--- config.mk ---
export PLATFORM = sky130hd
export DESIGN_NAME = wdl_ctl_flat
export DESIGN_NICKNAME = d
export VERILOG_FILES = /design/src/wdl_pkg.sv /design/src/wdl_if.sv /design/src/wdl_ctl.sv /design/src/flat_wrapper.sv
export SDC_FILE = /design/constraint.sdc
export NUM_CORES = 1
export LEC_CHECK = 0
export ABC_AREA = 1
export ABC_CLOCK_PERIOD_IN_PS = 6100
export BUFFER_PORTS_ARGS = -buffer_cell sky130_fd_sc_hd__buf_2
export CAP_MARGIN = 20
export CORE_AREA = 8 8 163 165
export CTS_CLUSTER_DIAMETER = 150
export DETAILED_ROUTE_END_ITERATION = 6
export DIE_AREA = 0 0 171 173
export PLACE_DENSITY = 0.53
export SLEW_MARGIN = 20
export SYNTH_ARGS = -nofsm -noshare
export SYNTH_HDL_FRONTEND = slang
export SYNTH_SLANG_ARGS = --single-unit
--- constraint.sdc ---
create_clock -name clock_i -period 6.1 [get_ports clock_i]
set_clock_uncertainty 0.05 [all_clocks]
set_input_delay 0.305 -clock clock_i [delete_from_list [all_inputs] [get_ports clock_i]]
set_output_delay 0.305 -clock clock_i [all_outputs]
set_load 0.1 [all_outputs]
--- src/wdl_pkg.sv ---
package wdl_pkg;
    // Clocking
    localparam int CLK_MHZ = 250;
    localparam int CK_HALF = 4;
    localparam int CK_DIV  = 2 * CK_HALF;
    localparam int CK_NS   = CK_DIV * 1000 / CLK_MHZ;

    // Command bus and mode register one layout
    localparam int ADDR_W      = 13;
    localparam int BA_W        = 3;
    localparam logic [2:0] MR1_BANK = 3'h1;
    localparam int LVL_EN_BIT  = 7;
    localparam int OUT_DIS_BIT = 12;
    localparam int RTT0_BIT    = 2;
    localparam int RTT1_BIT    = 6;
    localparam int RTT2_BIT    = 9;

    // Nominal termination codes; all but RTT_OFF usable with outputs on
    localparam logic [2:0] RTT_OFF  = 3'h0;
    localparam logic [2:0] RTT_RZQ4 = 3'h1;
    localparam logic [2:0] RTT_RZQ2 = 3'h2;
    localparam logic [2:0] RTT_RZQ6 = 3'h3;

    // Byte lanes
    localparam int LANES  = 2;
    localparam int LANE_W = 8;
    localparam int DQ_W   = LANES * LANE_W;

    // Times in link clock cycles
    localparam int MOD_NCK     = 12;
    localparam int MRD_NCK     = 4;
    localparam int DQSEN_NCK   = 25;
    localparam int WLMRD_NCK   = 40;
    localparam int ODT_OFF_NCK = 10;

    // Times in ns
    localparam int DQSL_NS = 12;
    localparam int WLO_NS  = 9;
    localparam int WLOE_NS = 2;
    localparam int IS_NS   = 1;

    // Least time to clock_i cycles, rounded up
    function automatic int ns_min(input int ns);
        int c;
        c = (ns * CLK_MHZ + 999) / 1000;
        return (c < 1) ? 1 : c;
    endfunction

    // Longest time to cycles of a period, rounded down
    function automatic int ns_max(input int ns, input int per);
        int c;
        c = ns / per;
        return (c < 1) ? 1 : c;
    endfunction

    // Derived counts, clock_i cycles unless noted
    localparam int MOD_CYC   = MOD_NCK * CK_DIV;
    localparam int MRD_CYC   = MRD_NCK * CK_DIV;
    localparam int DQSEN_CYC = DQSEN_NCK * CK_DIV;
    localparam int DQSL_CYC  = ns_min(DQSL_NS);
    localparam int WLMRD_CYC = WLMRD_NCK * CK_DIV;
    localparam int FIRST_CYC = (DQSL_CYC > WLMRD_CYC) ? DQSL_CYC : WLMRD_CYC;
    localparam int ODT_OFF_CYC = ODT_OFF_NCK * CK_DIV + ns_min(IS_NS);
    localparam int WLO_CK    = ns_max(WLO_NS, CK_NS);
    localparam int WLOE_CYC  = ns_min(WLOE_NS);
    localparam int PULSE_CYC = 2 * CK_DIV;
    localparam int FB_CYC    = (WLO_CK + 6) * CK_DIV + WLOE_CYC + 2;

    // Register map
    localparam logic [11:0] REG_CTRL = 12'h000;
    localparam logic [11:0] REG_STAT = 12'h004;
    localparam logic [11:0] REG_RES  = 12'h008;
    localparam int CTRL_START    = 0;
    localparam int CTRL_RTT_LSB  = 1;
    localparam int CTRL_ODIS     = 4;
    localparam int STAT_BUSY     = 0;
    localparam int STAT_DONE     = 1;
    localparam int STAT_FAIL     = 2;
    localparam int STAT_LOCK_LSB = 3;
    localparam int RES_HI_LSB    = 8;
endpackage

--- src/wdl_if.sv ---
`timescale 1ns/1ps
interface wdl_if;
    // Link clock and commands, made by the controller
    logic                     ck;
    logic                     cmd_mrs;
    logic [wdl_pkg::BA_W-1:0]   ba;
    logic [wdl_pkg::ADDR_W-1:0] addr;
    logic                     odt;
    // Strobe pairs, one per byte lane
    logic [wdl_pkg::LANES-1:0]  dqs;
    logic [wdl_pkg::LANES-1:0]  dqs_n;
    logic [wdl_pkg::LANES-1:0]  dqs_oe;
    // Data bits, driven by the memory while leveling
    logic [wdl_pkg::DQ_W-1:0]   dq;
    logic                     dq_oe;
    logic                     dq_valid;
    // Termination state seen at the memory
    logic [wdl_pkg::LANES-1:0]  dqs_term;
    logic                     dq_term;

    modport ctrl (
        output ck, cmd_mrs, ba, addr, odt, dqs, dqs_n, dqs_oe,
        input  dq, dq_oe, dq_valid, dqs_term, dq_term
    );
    modport mem (
        input  ck, cmd_mrs, ba, addr, odt, dqs, dqs_n, dqs_oe,
        output dq, dq_oe, dq_valid, dqs_term, dq_term
    );
endinterface

--- src/wdl_ctl.sv ---
`timescale 1ns/1ps
// Function
// - Leveling bit set enters, cleared leaves
// - In leveling odt switches strobe termination only
// - Outputs on: only RZQ/2, /4, /6
// - Only nop or leveling exit command
// - Data bits undefined after entry
// - Level one rank, others outputs disabled
// - Odt only after mode update delay
// - Strobe low after strobe enable delay
// - Single strobe rise after low and first delays
// - Memory returns sampled clock on data bits
// - Tolerate skew between feedback bits
// - Step delay, lock on 0 to 1
// - Two byte lanes leveled independently
// - Stop strobes after last rising edge
// - Odt low with setup, kept low
// - Leveling off command after termination off
// - Wait mode delays before next commands
module wdl_ctl #(
    parameter int DLY_W = 6
) (
    // Clock and reset
    input  wire logic        clock_i,
    input  wire logic        reset_i,
    // APB slave
    input  wire logic        psel_i,
    input  wire logic        penable_i,
    input  wire logic        pwrite_i,
    input  wire logic [11:0] paddr_i,
    input  wire logic [31:0] pwdata_i,
    output logic      [31:0] prdata_o,
    output logic             pready_o,
    output logic             pslverr_o,
    // Link
    wdl_if.ctrl              lnk
);
    localparam int L = wdl_pkg::LANES;
    localparam logic [DLY_W:0] PEND = (DLY_W + 1)'((1 << DLY_W) - 1
                                       + wdl_pkg::PULSE_CYC);

    // Refuse delay widths the pulse counter cannot serve
    if (DLY_W < 5 || DLY_W > 8 || wdl_pkg::PULSE_CYC > (1 << DLY_W))
    begin : g_dly_chk
        $error("wdl_ctl: DLY_W out of range");
    end

    typedef enum logic [3:0] {
        WDL_IDLE, WDL_MRS_ON, WDL_MOD, WDL_DQSEN, WDL_ARM, WDL_PULSE,
        WDL_FB, WDL_EVAL, WDL_ODT_OFF, WDL_MRS_OFF, WDL_EXIT
    } wdl_state_e;

    wdl_state_e        st_q;
    logic [15:0]       tmr_q;
    logic [DLY_W:0]    pcnt_q;
    logic [DLY_W-1:0]  dly_q [L];
    logic [L-1:0]      lock_q, seen0_q;
    logic              done_q, fail_q;
    logic [2:0]        rtt_q;
    logic              odis_q;
    logic [2:0]        div_q;
    logic              ck_q, cmd_q, mrs_req_q, lvl_bit_q, odt_q;
    logic [L-1:0]      dqs_q, dqs_oe_q;
    logic [wdl_pkg::DQ_W-1:0] dq_s1_q, dq_s2_q;
    logic              val_s1_q, val_s2_q;

    // APB decode
    wire acc    = psel_i && penable_i && pready_o;
    wire wr     = acc && pwrite_i;
    wire a_ctrl = (paddr_i == wdl_pkg::REG_CTRL);
    wire a_stat = (paddr_i == wdl_pkg::REG_STAT);
    wire a_res  = (paddr_i == wdl_pkg::REG_RES);
    wire a_ok   = a_ctrl || a_stat || a_res;
    wire start  = wr && a_ctrl && pwdata_i[wdl_pkg::CTRL_START];
    wire busy   = (st_q != WDL_IDLE);
    wire tmr_z  = (tmr_q == 16'h0000);

    // termination legal for outputs on, judged on the word written
    wire [2:0] new_rtt  = pwdata_i[wdl_pkg::CTRL_RTT_LSB +: 3];
    wire       new_odis = pwdata_i[wdl_pkg::CTRL_ODIS];
    wire rtt_ok = new_odis
                  || new_rtt == wdl_pkg::RTT_RZQ2
                  || new_rtt == wdl_pkg::RTT_RZQ4
                  || new_rtt == wdl_pkg::RTT_RZQ6;

    // Read mux
    wire [31:0] stat_w = 32'({lock_q, fail_q, done_q, busy});
    wire [31:0] res_w  = (32'(dly_q[1]) << wdl_pkg::RES_HI_LSB)
                       | 32'(dly_q[0]);
    wire [31:0] ctrl_w = 32'({odis_q, rtt_q, 1'b0});
    wire [31:0] rd_w   = a_ctrl ? ctrl_w : a_stat ? stat_w
                       : a_res ? {16'h0000, res_w[15:0]} : 32'h0000_0000;

    // Link clock edge and command requests
    wire ck_fall = (div_q == 3'(wdl_pkg::CK_HALF - 1)) && ck_q;
    wire mrs_go  = (st_q == WDL_IDLE && start && rtt_ok)
                   || (st_q == WDL_ODT_OFF && tmr_z);

    // Lane feedback: all bits of the lane must read high
    function automatic logic lane_fb(input logic [wdl_pkg::DQ_W-1:0] d,
                                     input int i);
        return &d[i*wdl_pkg::LANE_W +: wdl_pkg::LANE_W];
    endfunction

    // APB slave handshake
    always_ff @(posedge clock_i or posedge reset_i)
    begin
        if (reset_i)
        begin
            pready_o  <= 1'b0;
            pslverr_o <= 1'b0;
            prdata_o  <= 32'h0000_0000;
            rtt_q     <= wdl_pkg::RTT_RZQ2;
            odis_q    <= 1'b0;
        end
        else
        begin
            pready_o  <= psel_i && penable_i && !pready_o;
            pslverr_o <= psel_i && penable_i && !pready_o && !a_ok;
            prdata_o  <= rd_w;
            if (wr && a_ctrl && !busy)
            begin
                rtt_q  <= pwdata_i[wdl_pkg::CTRL_RTT_LSB +: 3];
                odis_q <= pwdata_i[wdl_pkg::CTRL_ODIS];
            end
        end
    end

    // Link clock divider and command slot
    always_ff @(posedge clock_i or posedge reset_i)
    begin
        if (reset_i)
        begin
            div_q     <= 3'h0;
            ck_q      <= 1'b0;
            cmd_q     <= 1'b0;
            mrs_req_q <= 1'b0;
        end
        else
        begin
            div_q <= ck_fall || div_q == 3'(wdl_pkg::CK_HALF - 1)
                     ? 3'h0 : div_q + 3'h1;
            if (div_q == 3'(wdl_pkg::CK_HALF - 1))
                ck_q <= ~ck_q;
            // only nop or mode register set
            if (ck_fall)
                cmd_q <= mrs_req_q;
            if (mrs_go)
                mrs_req_q <= 1'b1;
            else if (ck_fall)
                mrs_req_q <= 1'b0;
        end
    end

    // Feedback synchroniser
    always_ff @(posedge clock_i or posedge reset_i)
    begin
        if (reset_i)
        begin
            dq_s1_q  <= '0;
            dq_s2_q  <= '0;
            val_s1_q <= 1'b0;
            val_s2_q <= 1'b0;
        end
        else
        begin
            dq_s1_q  <= lnk.dq;
            dq_s2_q  <= dq_s1_q;
            val_s1_q <= lnk.dq_valid && lnk.dq_oe;
            val_s2_q <= val_s1_q;
        end
    end

    // Sequencer
    always_ff @(posedge clock_i or posedge reset_i)
    begin
        if (reset_i)
        begin
            st_q      <= WDL_IDLE;
            tmr_q     <= 16'h0000;
            pcnt_q    <= '0;
            lvl_bit_q <= 1'b0;
            odt_q     <= 1'b0;
            dqs_oe_q  <= '0;
            dqs_q     <= '0;
            lock_q    <= '0;
            seen0_q   <= '0;
            done_q    <= 1'b0;
            fail_q    <= 1'b0;
            for (int i = 0; i < L; i++)
                dly_q[i] <= '0;
        end
        else
        begin
            if (!tmr_z)
                tmr_q <= tmr_q - 16'h0001;
            case (st_q)
                WDL_IDLE:
                    if (start)
                    begin
                        done_q  <= 1'b0;
                        fail_q  <= !rtt_ok;
                        lock_q  <= '0;
                        seen0_q <= '0;
                        for (int i = 0; i < L; i++)
                            dly_q[i] <= '0;
                        if (rtt_ok)
                        begin
                            lvl_bit_q <= 1'b1;
                            st_q      <= WDL_MRS_ON;
                        end
                    end
                WDL_MRS_ON:
                    if (!mrs_req_q)
                    begin
                        tmr_q <= 16'(wdl_pkg::MOD_CYC);
                        st_q  <= WDL_MOD;
                    end
                WDL_MOD:
                    if (tmr_z)
                    begin
                        odt_q <= 1'b1;
                        tmr_q <= 16'(wdl_pkg::DQSEN_CYC);
                        st_q  <= WDL_DQSEN;
                    end
                WDL_DQSEN:
                    if (tmr_z)
                    begin
                        dqs_oe_q <= {L{1'b1}};
                        tmr_q    <= 16'(wdl_pkg::FIRST_CYC);
                        st_q     <= WDL_ARM;
                    end
                WDL_ARM:
                    if (tmr_z)
                    begin
                        pcnt_q <= '0;
                        st_q   <= WDL_PULSE;
                    end
                WDL_PULSE:
                begin
                    // each lane at its own delay
                    for (int i = 0; i < L; i++)
                        dqs_q[i] <= pcnt_q >= {1'b0, dly_q[i]}
                            && pcnt_q < {1'b0, dly_q[i]}
                               + (DLY_W + 1)'(wdl_pkg::PULSE_CYC);
                    pcnt_q <= pcnt_q + 1'b1;
                    if (pcnt_q == PEND)
                    begin
                        tmr_q <= 16'(wdl_pkg::FB_CYC);
                        st_q  <= WDL_FB;
                    end
                end
                WDL_FB:
                    if (tmr_z)
                        st_q <= WDL_EVAL;
                WDL_EVAL:
                begin
                    // step delay, lock on 0 to 1
                    for (int i = 0; i < L; i++)
                        if (!lock_q[i])
                        begin
                            if (val_s2_q && lane_fb(dq_s2_q, i) && seen0_q[i])
                                lock_q[i] <= 1'b1;
                            else if (&dly_q[i])
                                fail_q <= 1'b1;
                            else
                                dly_q[i] <= dly_q[i] + 1'b1;
                            if (!(val_s2_q && lane_fb(dq_s2_q, i)))
                                seen0_q[i] <= 1'b1;
                        end
                    tmr_q <= 16'(wdl_pkg::DQSL_CYC);
                    st_q  <= WDL_ARM;
                    if ((&lock_q) || fail_q)
                    begin
                        dqs_oe_q <= '0;
                        odt_q    <= 1'b0;
                        tmr_q    <= 16'(wdl_pkg::ODT_OFF_CYC);
                        st_q     <= WDL_ODT_OFF;
                    end
                end
                WDL_ODT_OFF:
                    if (tmr_z)
                    begin
                        lvl_bit_q <= 1'b0;
                        st_q      <= WDL_MRS_OFF;
                    end
                WDL_MRS_OFF:
                    if (!mrs_req_q)
                    begin
                        tmr_q <= 16'(wdl_pkg::MOD_CYC);
                        st_q  <= WDL_EXIT;
                    end
                WDL_EXIT:
                    // mode update delay covers command gap
                    if (tmr_z)
                    begin
                        done_q <= 1'b1;
                        st_q   <= WDL_IDLE;
                    end
                default:
                    st_q <= WDL_IDLE;
            endcase
        end
    end

    // Link drive; output disable bit carried in mode word
    assign lnk.ck      = ck_q;
    assign lnk.cmd_mrs = cmd_q;
    assign lnk.ba      = wdl_pkg::MR1_BANK;
    assign lnk.addr    = (13'(lvl_bit_q) << wdl_pkg::LVL_EN_BIT)
                       | (13'(odis_q) << wdl_pkg::OUT_DIS_BIT)
                       | (13'(rtt_q[0]) << wdl_pkg::RTT0_BIT)
                       | (13'(rtt_q[1]) << wdl_pkg::RTT1_BIT)
                       | (13'(rtt_q[2]) << wdl_pkg::RTT2_BIT);
    assign lnk.odt     = odt_q;
    assign lnk.dqs     = dqs_q;
    assign lnk.dqs_n   = ~dqs_q;
    assign lnk.dqs_oe  = dqs_oe_q;
endmodule

--- src/flat_wrapper.sv ---
// flat-port wrapper written by rule: the top's interface ports become plain ports
module wdl_ctl_flat 
#(
    parameter int DLY_W = 6
)
  (clock_i, reset_i, psel_i, penable_i, pwrite_i, paddr_i, pwdata_i, prdata_o, pready_o, pslverr_o, lnk_ck, lnk_cmd_mrs, lnk_ba, lnk_addr, lnk_odt, lnk_dqs, lnk_dqs_n, lnk_dqs_oe, lnk_dq, lnk_dq_oe, lnk_dq_valid, lnk_dqs_term, lnk_dq_term);
  wdl_if lnk_i ();
  input  wire logic clock_i;
  input  wire logic reset_i;
  input  wire logic psel_i;
  input  wire logic penable_i;
  input  wire logic pwrite_i;
  input  wire logic [11:0] paddr_i;
  input  wire logic [31:0] pwdata_i;
  output logic      [31:0] prdata_o;
  output logic pready_o;
  output logic pslverr_o;
  output wire logic [$bits(lnk_i.ck)-1:0] lnk_ck;
  output wire logic [$bits(lnk_i.cmd_mrs)-1:0] lnk_cmd_mrs;
  output wire logic [$bits(lnk_i.ba)-1:0] lnk_ba;
  output wire logic [$bits(lnk_i.addr)-1:0] lnk_addr;
  output wire logic [$bits(lnk_i.odt)-1:0] lnk_odt;
  output wire logic [$bits(lnk_i.dqs)-1:0] lnk_dqs;
  output wire logic [$bits(lnk_i.dqs_n)-1:0] lnk_dqs_n;
  output wire logic [$bits(lnk_i.dqs_oe)-1:0] lnk_dqs_oe;
  input wire logic [$bits(lnk_i.dq)-1:0] lnk_dq;
  input wire logic [$bits(lnk_i.dq_oe)-1:0] lnk_dq_oe;
  input wire logic [$bits(lnk_i.dq_valid)-1:0] lnk_dq_valid;
  input wire logic [$bits(lnk_i.dqs_term)-1:0] lnk_dqs_term;
  input wire logic [$bits(lnk_i.dq_term)-1:0] lnk_dq_term;
  assign lnk_ck = lnk_i.ck;
  assign lnk_cmd_mrs = lnk_i.cmd_mrs;
  assign lnk_ba = lnk_i.ba;
  assign lnk_addr = lnk_i.addr;
  assign lnk_odt = lnk_i.odt;
  assign lnk_dqs = lnk_i.dqs;
  assign lnk_dqs_n = lnk_i.dqs_n;
  assign lnk_dqs_oe = lnk_i.dqs_oe;
  assign lnk_i.dq = lnk_dq;
  assign lnk_i.dq_oe = lnk_dq_oe;
  assign lnk_i.dq_valid = lnk_dq_valid;
  assign lnk_i.dqs_term = lnk_dqs_term;
  assign lnk_i.dq_term = lnk_dq_term;
  wdl_ctl #(.DLY_W(DLY_W)) u_core (.clock_i(clock_i), .reset_i(reset_i), .psel_i(psel_i), .penable_i(penable_i), .pwrite_i(pwrite_i), .paddr_i(paddr_i), .pwdata_i(pwdata_i), .prdata_o(prdata_o), .pready_o(pready_o), .pslverr_o(pslverr_o), .lnk(lnk_i));
endmodule
## Word-level counts from Yosys, hierarchy flattened

Cells that the tools add are included.

- Bits in registers: 129
- Output and inout bits: 59
- Word-level logic and storage cells: 208

- $add $sub $neg: 7
- Magnitude comparators: 4
- Eq/ne operators: 37
- Multiplexer cells: 67
- Bitwise gates (word level): 7
- Reduce and logical (&&, ||, !) cells: 59

Operators with widths:

| kind | count |
|---|---|
| 16-bit two-way mux | 6 |
| 16-bit case mux with 5 select lines | 1 |
| 32-bit two-way mux | 2 |
| 4-bit two-way mux | 12 |
| 4-bit case mux with 11 select lines | 1 |
| 6-bit two-way mux | 6 |
| 12-bit case mux with 2 select lines | 1 |
| 1-bit two-way mux | 23 |
| 2-bit by 1-bit inequality test with 1-bit output (second input constant) | 10 |
| 2-bit inequality test (second input constant) | 10 |
| 1-bit logical AND | 19 |
| 4-bit by 3-bit == test with 1-bit output (second input constant) | 4 |
| 16-bit logical NOT | 1 |
| 8-bit AND reduction | 2 |
| 16-bit by 1-bit subtractor with 16-bit output (second input constant) | 1 |
| 6-bit by 5-bit adder with 7-bit output (second input constant) | 2 |
| 7-bit by 6-bit >= comparator with 1-bit output | 2 |
| 7-bit < comparator | 2 |
| 7-bit two-way mux | 2 |
| 14-bit by 6-bit bitwise OR with 14-bit output | 1 |
| 7-bit case mux with 2 select lines | 1 |
| 2-bit nonzero test | 7 |
| 13-bit by 10-bit bitwise OR with 13-bit output | 1 |
| 13-bit by 3-bit bitwise OR with 13-bit output | 1 |
| other kinds (32) | 63 |

## Depth between registers and ports, before layout

- Depth in word-level cells: 9
- Depth in mapped cells: 13

## Worst setup path before layout

No wires, ideal clock.

- Path type: register to register
- From: reg u_core.pready_o
- To: reg u_core.dly_q[2] (netlist bit)
- Library setup time: 121 ps
- Arrival time: 1903 ps
- Path slack: 4027 ps
- Cell stages (with the launch flop): 9
- Path buffers: 1
- Period minus slack after synthesis: 2073 ps
- Cells stage by stage: dfrtp_1 -> nand2_1 -> nor2_1 -> nand4_1 -> nand2_4 -> nand3_2 -> buf_6 -> nand2_1 -> o21ai_1

- Word-level cells in the longest chain between the ends: 6

RTL lines:

| what | RTL line | RTL |
|---|---|---|
| start, declared | wdl_ctl.sv:33 | `output logic pready_o,` |
| start signal, assigned | wdl_ctl.sv:118 | `pready_o <= psel_i && penable_i && !pready_o;` |
| 1-bit logical AND | wdl_ctl.sv:68 | `wire acc = psel_i && penable_i && pready_o;` |
| 1-bit logical AND | wdl_ctl.sv:69 | `wire wr = acc && pwrite_i;` |
| 1-bit logical AND (2 in series) | wdl_ctl.sv:74 | `wire start = wr && a_ctrl && pwdata_i[wdl_pkg::CTRL_START];` |
| 2-bit by 1-bit inequality test with 1-bit output (no line) | n/a |  |
| 5-bit AND reduction (no line) | n/a |  |
| end signal, assigned by index | wdl_ctl.sv:267 | `dly_q[i] <= dly_q[i] + 1'b1;` |
| end, declared | wdl_ctl.sv:56 | `logic [DLY_W-1:0] dly_q [L];` |

Every way passes these cells.
A chain may end at the register's enable or synchronous reset.

## Worst setup path after layout

- From: reg u_core.st_q[0]
- To: reg u_core.dly_q[9] (netlist bit)

- Word-level cells in the longest chain between the ends: 3
- Elaborated cells on any way between the ends: 9
- Classes of those cells: eq/ne (5); mux (1); reduce/logical (3)

RTL lines:

| what | RTL line | RTL |
|---|---|---|
| start, declared | wdl_ctl.sv:53 | `wdl_state_e st_q;` |
| start signal, assigned | wdl_ctl.sv:179 | `st_q <= WDL_IDLE;` |
| start signal, assigned | wdl_ctl.sv:210 | `st_q <= WDL_MRS_ON;` |
| start signal, assigned | wdl_ctl.sv:217 | `st_q <= WDL_MOD;` |
| 4-bit by 3-bit == test with 1-bit output or 4-bit logical NOT (tied branches) | wdl_ctl.sv:197 | `case (st_q)` |
| 2-bit inequality test (no line), or another cell as far along | n/a |  |
| 5-bit AND reduction (no line) | n/a |  |

Parallel ways exist; a longest one is shown, timed or not.

==> impl_results.md <==
* Tmin final at 2.224 ns
* Dpl hpwl at 10430 um
* Cells after DPL at 1076
* Total Wirelength at between 10000 and 15000 um
* Hold Crit Depth at 1
* Share of post-route cells with drive strength above 1 at between 10% and 20%
* Fin cells at between 1000 and 1500
* Worst Setup Start Kind: flop
* EDFF count, synth at 0
* Max Slew Vio Count at 0
* FMAX at 449.7 MHz
* Most used DFF post-synth: dfrtp_1
* Nets@finish at 869
* Placement Setup Slack at roughly 4 ns
* Critical Path End Type: flop
* Max Cap Violations at 0
* Antenna Cells at 0
* Mean area per synthesized cell at 8.481 um2
* Post-synthesis sequential area ratio at 45.61%
* Crit path DAT at 2.45 ns
* Largest net degree at the start of global routing at 73
* Worst Hold Class: input port to flop
* FF-to-FF path depth at 7
* DR vias at 4565
* Leak at 3.481 nW
* Initial DRC Count at 337
* Period utilization at 36.45%
* Die width at 171 um
* Routed wire per std cell at 12.42 um
* Vias in the first global route at 4513
* Reg2reg end: u_core.dly_q[9]$_DFFE_PP0P_
* Global route overflow at 0
* Dominant cell type by area after synthesis: dfrtp_1
* Fin area at 0.006855 mm2
* Maximum root-to-sink buffer count at 2
* Synth area leaders: dfrtp_1 45%, nand2_1 9.6%, ha_1 5.9%
* Initial Util at around a quarter
* Area Overhead vs Synth at 15.64%
* Min-Delay Startpoint: lnk_dq[3]
* Max_slew headroom at roughly two fifths
* CTS tree: yes
* RSZ-0062 raised after global routing: false
* Antenna violations before repair at 0
* Synth top area share at 45.17%
* Dpl cell area at 0.006459 mm2
* Vias per cell at between 4 and 5
* GR Util All Layers at under 10%
* Setup violations, final at 0
* ANT nets after route at 0
* Die area at roughly 0.03 mm2
* Clock sinks at about 110
* Die height at 173 um
* Global-route wire length before repair at about 23000 um
* Clock Latency Late Sink at 0.34 ns
* Status: finished clean
* Least-Margin Pin Slew at 0.9034 ns
* Residual DRC at 0
* Yosys warning total at 0
* Floorplan core area at 0.02396 mm2
* IO Count at 129
* Cell with the most instances after synthesis: nand2_1
* Yosys cell types at 43
* H-tree levels at 3
* Final TNS setup at 0 ns
* Post-synth ARST share at 100.0%
* Clk slew on worst S/H paths at around 0.070 ns
* Hold EP: u_core.dq_s1_q[3]$_DFF_PP0_
* Maximum VDD drop at 0.1260 mV
* Tot Pwr at 1.482 mW
* Post-synth top cells: 151 x nand2_1, 107 x dfrtp_1, 83 x nor2_1, 82 x inv_1, 41 x nand3_1
* # resized after CTS at 0
* Crit Path Class: flop to flop
* Yosys reg bits at 108
* CP Data Required Time at 6.33 ns
* Syn Inst Count at 699
* R2r setup slk at 3.88 ns
* CTS buffer count at 9
* Placer Congestion at roughly 0.80
* Origin of the critical flop-to-flop path: u_core.st_q[0]$_DFFE_PP0P_
* Worst-path maximum fanout at 14
* Clock root cell: clkbuf_16
* Pwr/cell area at 216.1 mW/mm2
* DRT Pass-1 Iters at 5
* Synth Cell Area at 0.005928 mm2
* Site Rows at 57
* Setup WS post-layout at 3.876 ns
* I/O Buffers at 67
* Final Hold Fails at 0
how the worst max path moves through the flow:
stage                                    start                           to  slack (ns)  depth (start not counted)
finish              u_core.st_q[0]$_DFFE_PP0P_  u_core.dly_q[9]$_DFFE_PP0P_        3.88                          7
global route        u_core.st_q[0]$_DFFE_PP0P_  u_core.dly_q[6]$_DFFE_PP0P_        3.64                          7
CTS                 u_core.st_q[0]$_DFFE_PP0P_  u_core.dly_q[9]$_DFFE_PP0P_        3.88                          7
detailed placement  u_core.st_q[0]$_DFFE_PP0P_  u_core.dly_q[7]$_DFFE_PP0P_        3.89                          6
global placement    u_core.st_q[0]$_DFFE_PP0P_  u_core.dly_q[7]$_DFFE_PP0P_        3.91                          6
floorplan                              reset_i    u_core.div_q[0]$_DFF_PP0_        2.90                          1
worst max-delay path, cell delays in order (launching register included):
cell and delay, ns:
dfrtp_1 0.65, nand2_1 0.15, nor2_2 0.55, nand4_1 0.13, and3_1 0.36, nand2_8 0.13, nand2_1 0.05, nand2_1 0.06
timing repair:
| item | 4_1_cts | 5_1_grt |
|---|---|---|
| hold endpoints to repair | 38 | 4 |
| hold buffers | 4 | 4 |
| buffers inserted | 0 | 0 |
sequential cells by signal, indices dropped and copies added, names as in the netlist, 2 cells and up:
register / count
u_core.div_q: 3
u_core.dly_q: 12
u_core.dq_s1_q: 16
u_core.dq_s2_q: 16
u_core.lnk.dqs: 2
u_core.lock_q: 2
u_core.pcnt_q: 7
u_core.prdata_o: 12
u_core.rtt_q: 3
u_core.seen0_q: 2
u_core.st_q: 4
u_core.tmr_q: 16
cells in the final DEF, fill, tap and decap left out, types with 3 or more instances in the layout:
cell type,n
dlygate4sd3_1,8
nor3_1,14
nand2_2,4
o22ai_1,6
nand4_1,19
nor3b_2,4
nand3_2,3
xor2_1,14
dfrtp_1,107
nor2_1,83
ha_1,28
buf_2,67
o21ai_0,26
inv_1,81
nand3b_1,4
nand3_1,41
nand2_4,5
o21ai_1,6
nor2_2,8
nand2_1,151
nor2_4,6
a31oi_1,3
a21oi_1,14
clkbuf_16,9
conb_1,31
o21a_1,3
metal layers:
| metal | vias to the layer above | routed length, um | global-route usage (%) |
|---|---|---|---|
| met2 | 94 | 6293 | 15.24 |
| met3 | 6 | 752 | 2.391 |
| met5 | - | 0 | 0 |
| li1 | 2324 | - | - |
| met1 | 2141 | 6497 | 12.21 |
| met4 | 0 | 108 | 2.247 |
stage by stage:
step	hold slack (ns)	utilization, %
2_1_floorplan	0.2812	-
5_1_grt	0.001636	28.61
6_report	0.01574	28.61
3_5_place_dp	0.2847	26.95
4_1_cts	0.0002097	28.44
3_3_place_gp	0.2834	26.95
cell type report:
type | instances | area (um2)
clock buffers | 11 | 242.7
clock inverters | 4 | 73.82
fillers | 2613 | 17110
inverters | 84 | 317.8
multi-input cells | 492 | 2689
flip-flops and latches | 108 | 2704
well taps | 324 | 405.4
repair buffers | 76 | 422.9
report_power, final:
group | leakage [nW] | switching [mW] | internal [mW] | total, mW
sequential | 1.37 | 0.00327 | 0.728 | 0.731
clock | 0.156 | 0.253 | 0.369 | 0.622
combinational | 1.95 | 0.113 | 0.0155 | 0.128
total | 3.48 | 0.369 | 1.11 | 1.48
logic make-up after synthesis:
kind of cell / Yosys count / share of synthesized area (%)
other: 2 / 0.1267
DFF: 108 / 45.61
and+or+nand+nor: 348 / 28.28
buffers and inverters: 128 / 10.87
adders and majority gates: 28 / 5.910
xor gates and xnor gates: 16 / 2.364
AOI/OAI and AO/OA: 69 / 6.839
Note: power is estimated with default switching activity, not from simulation.
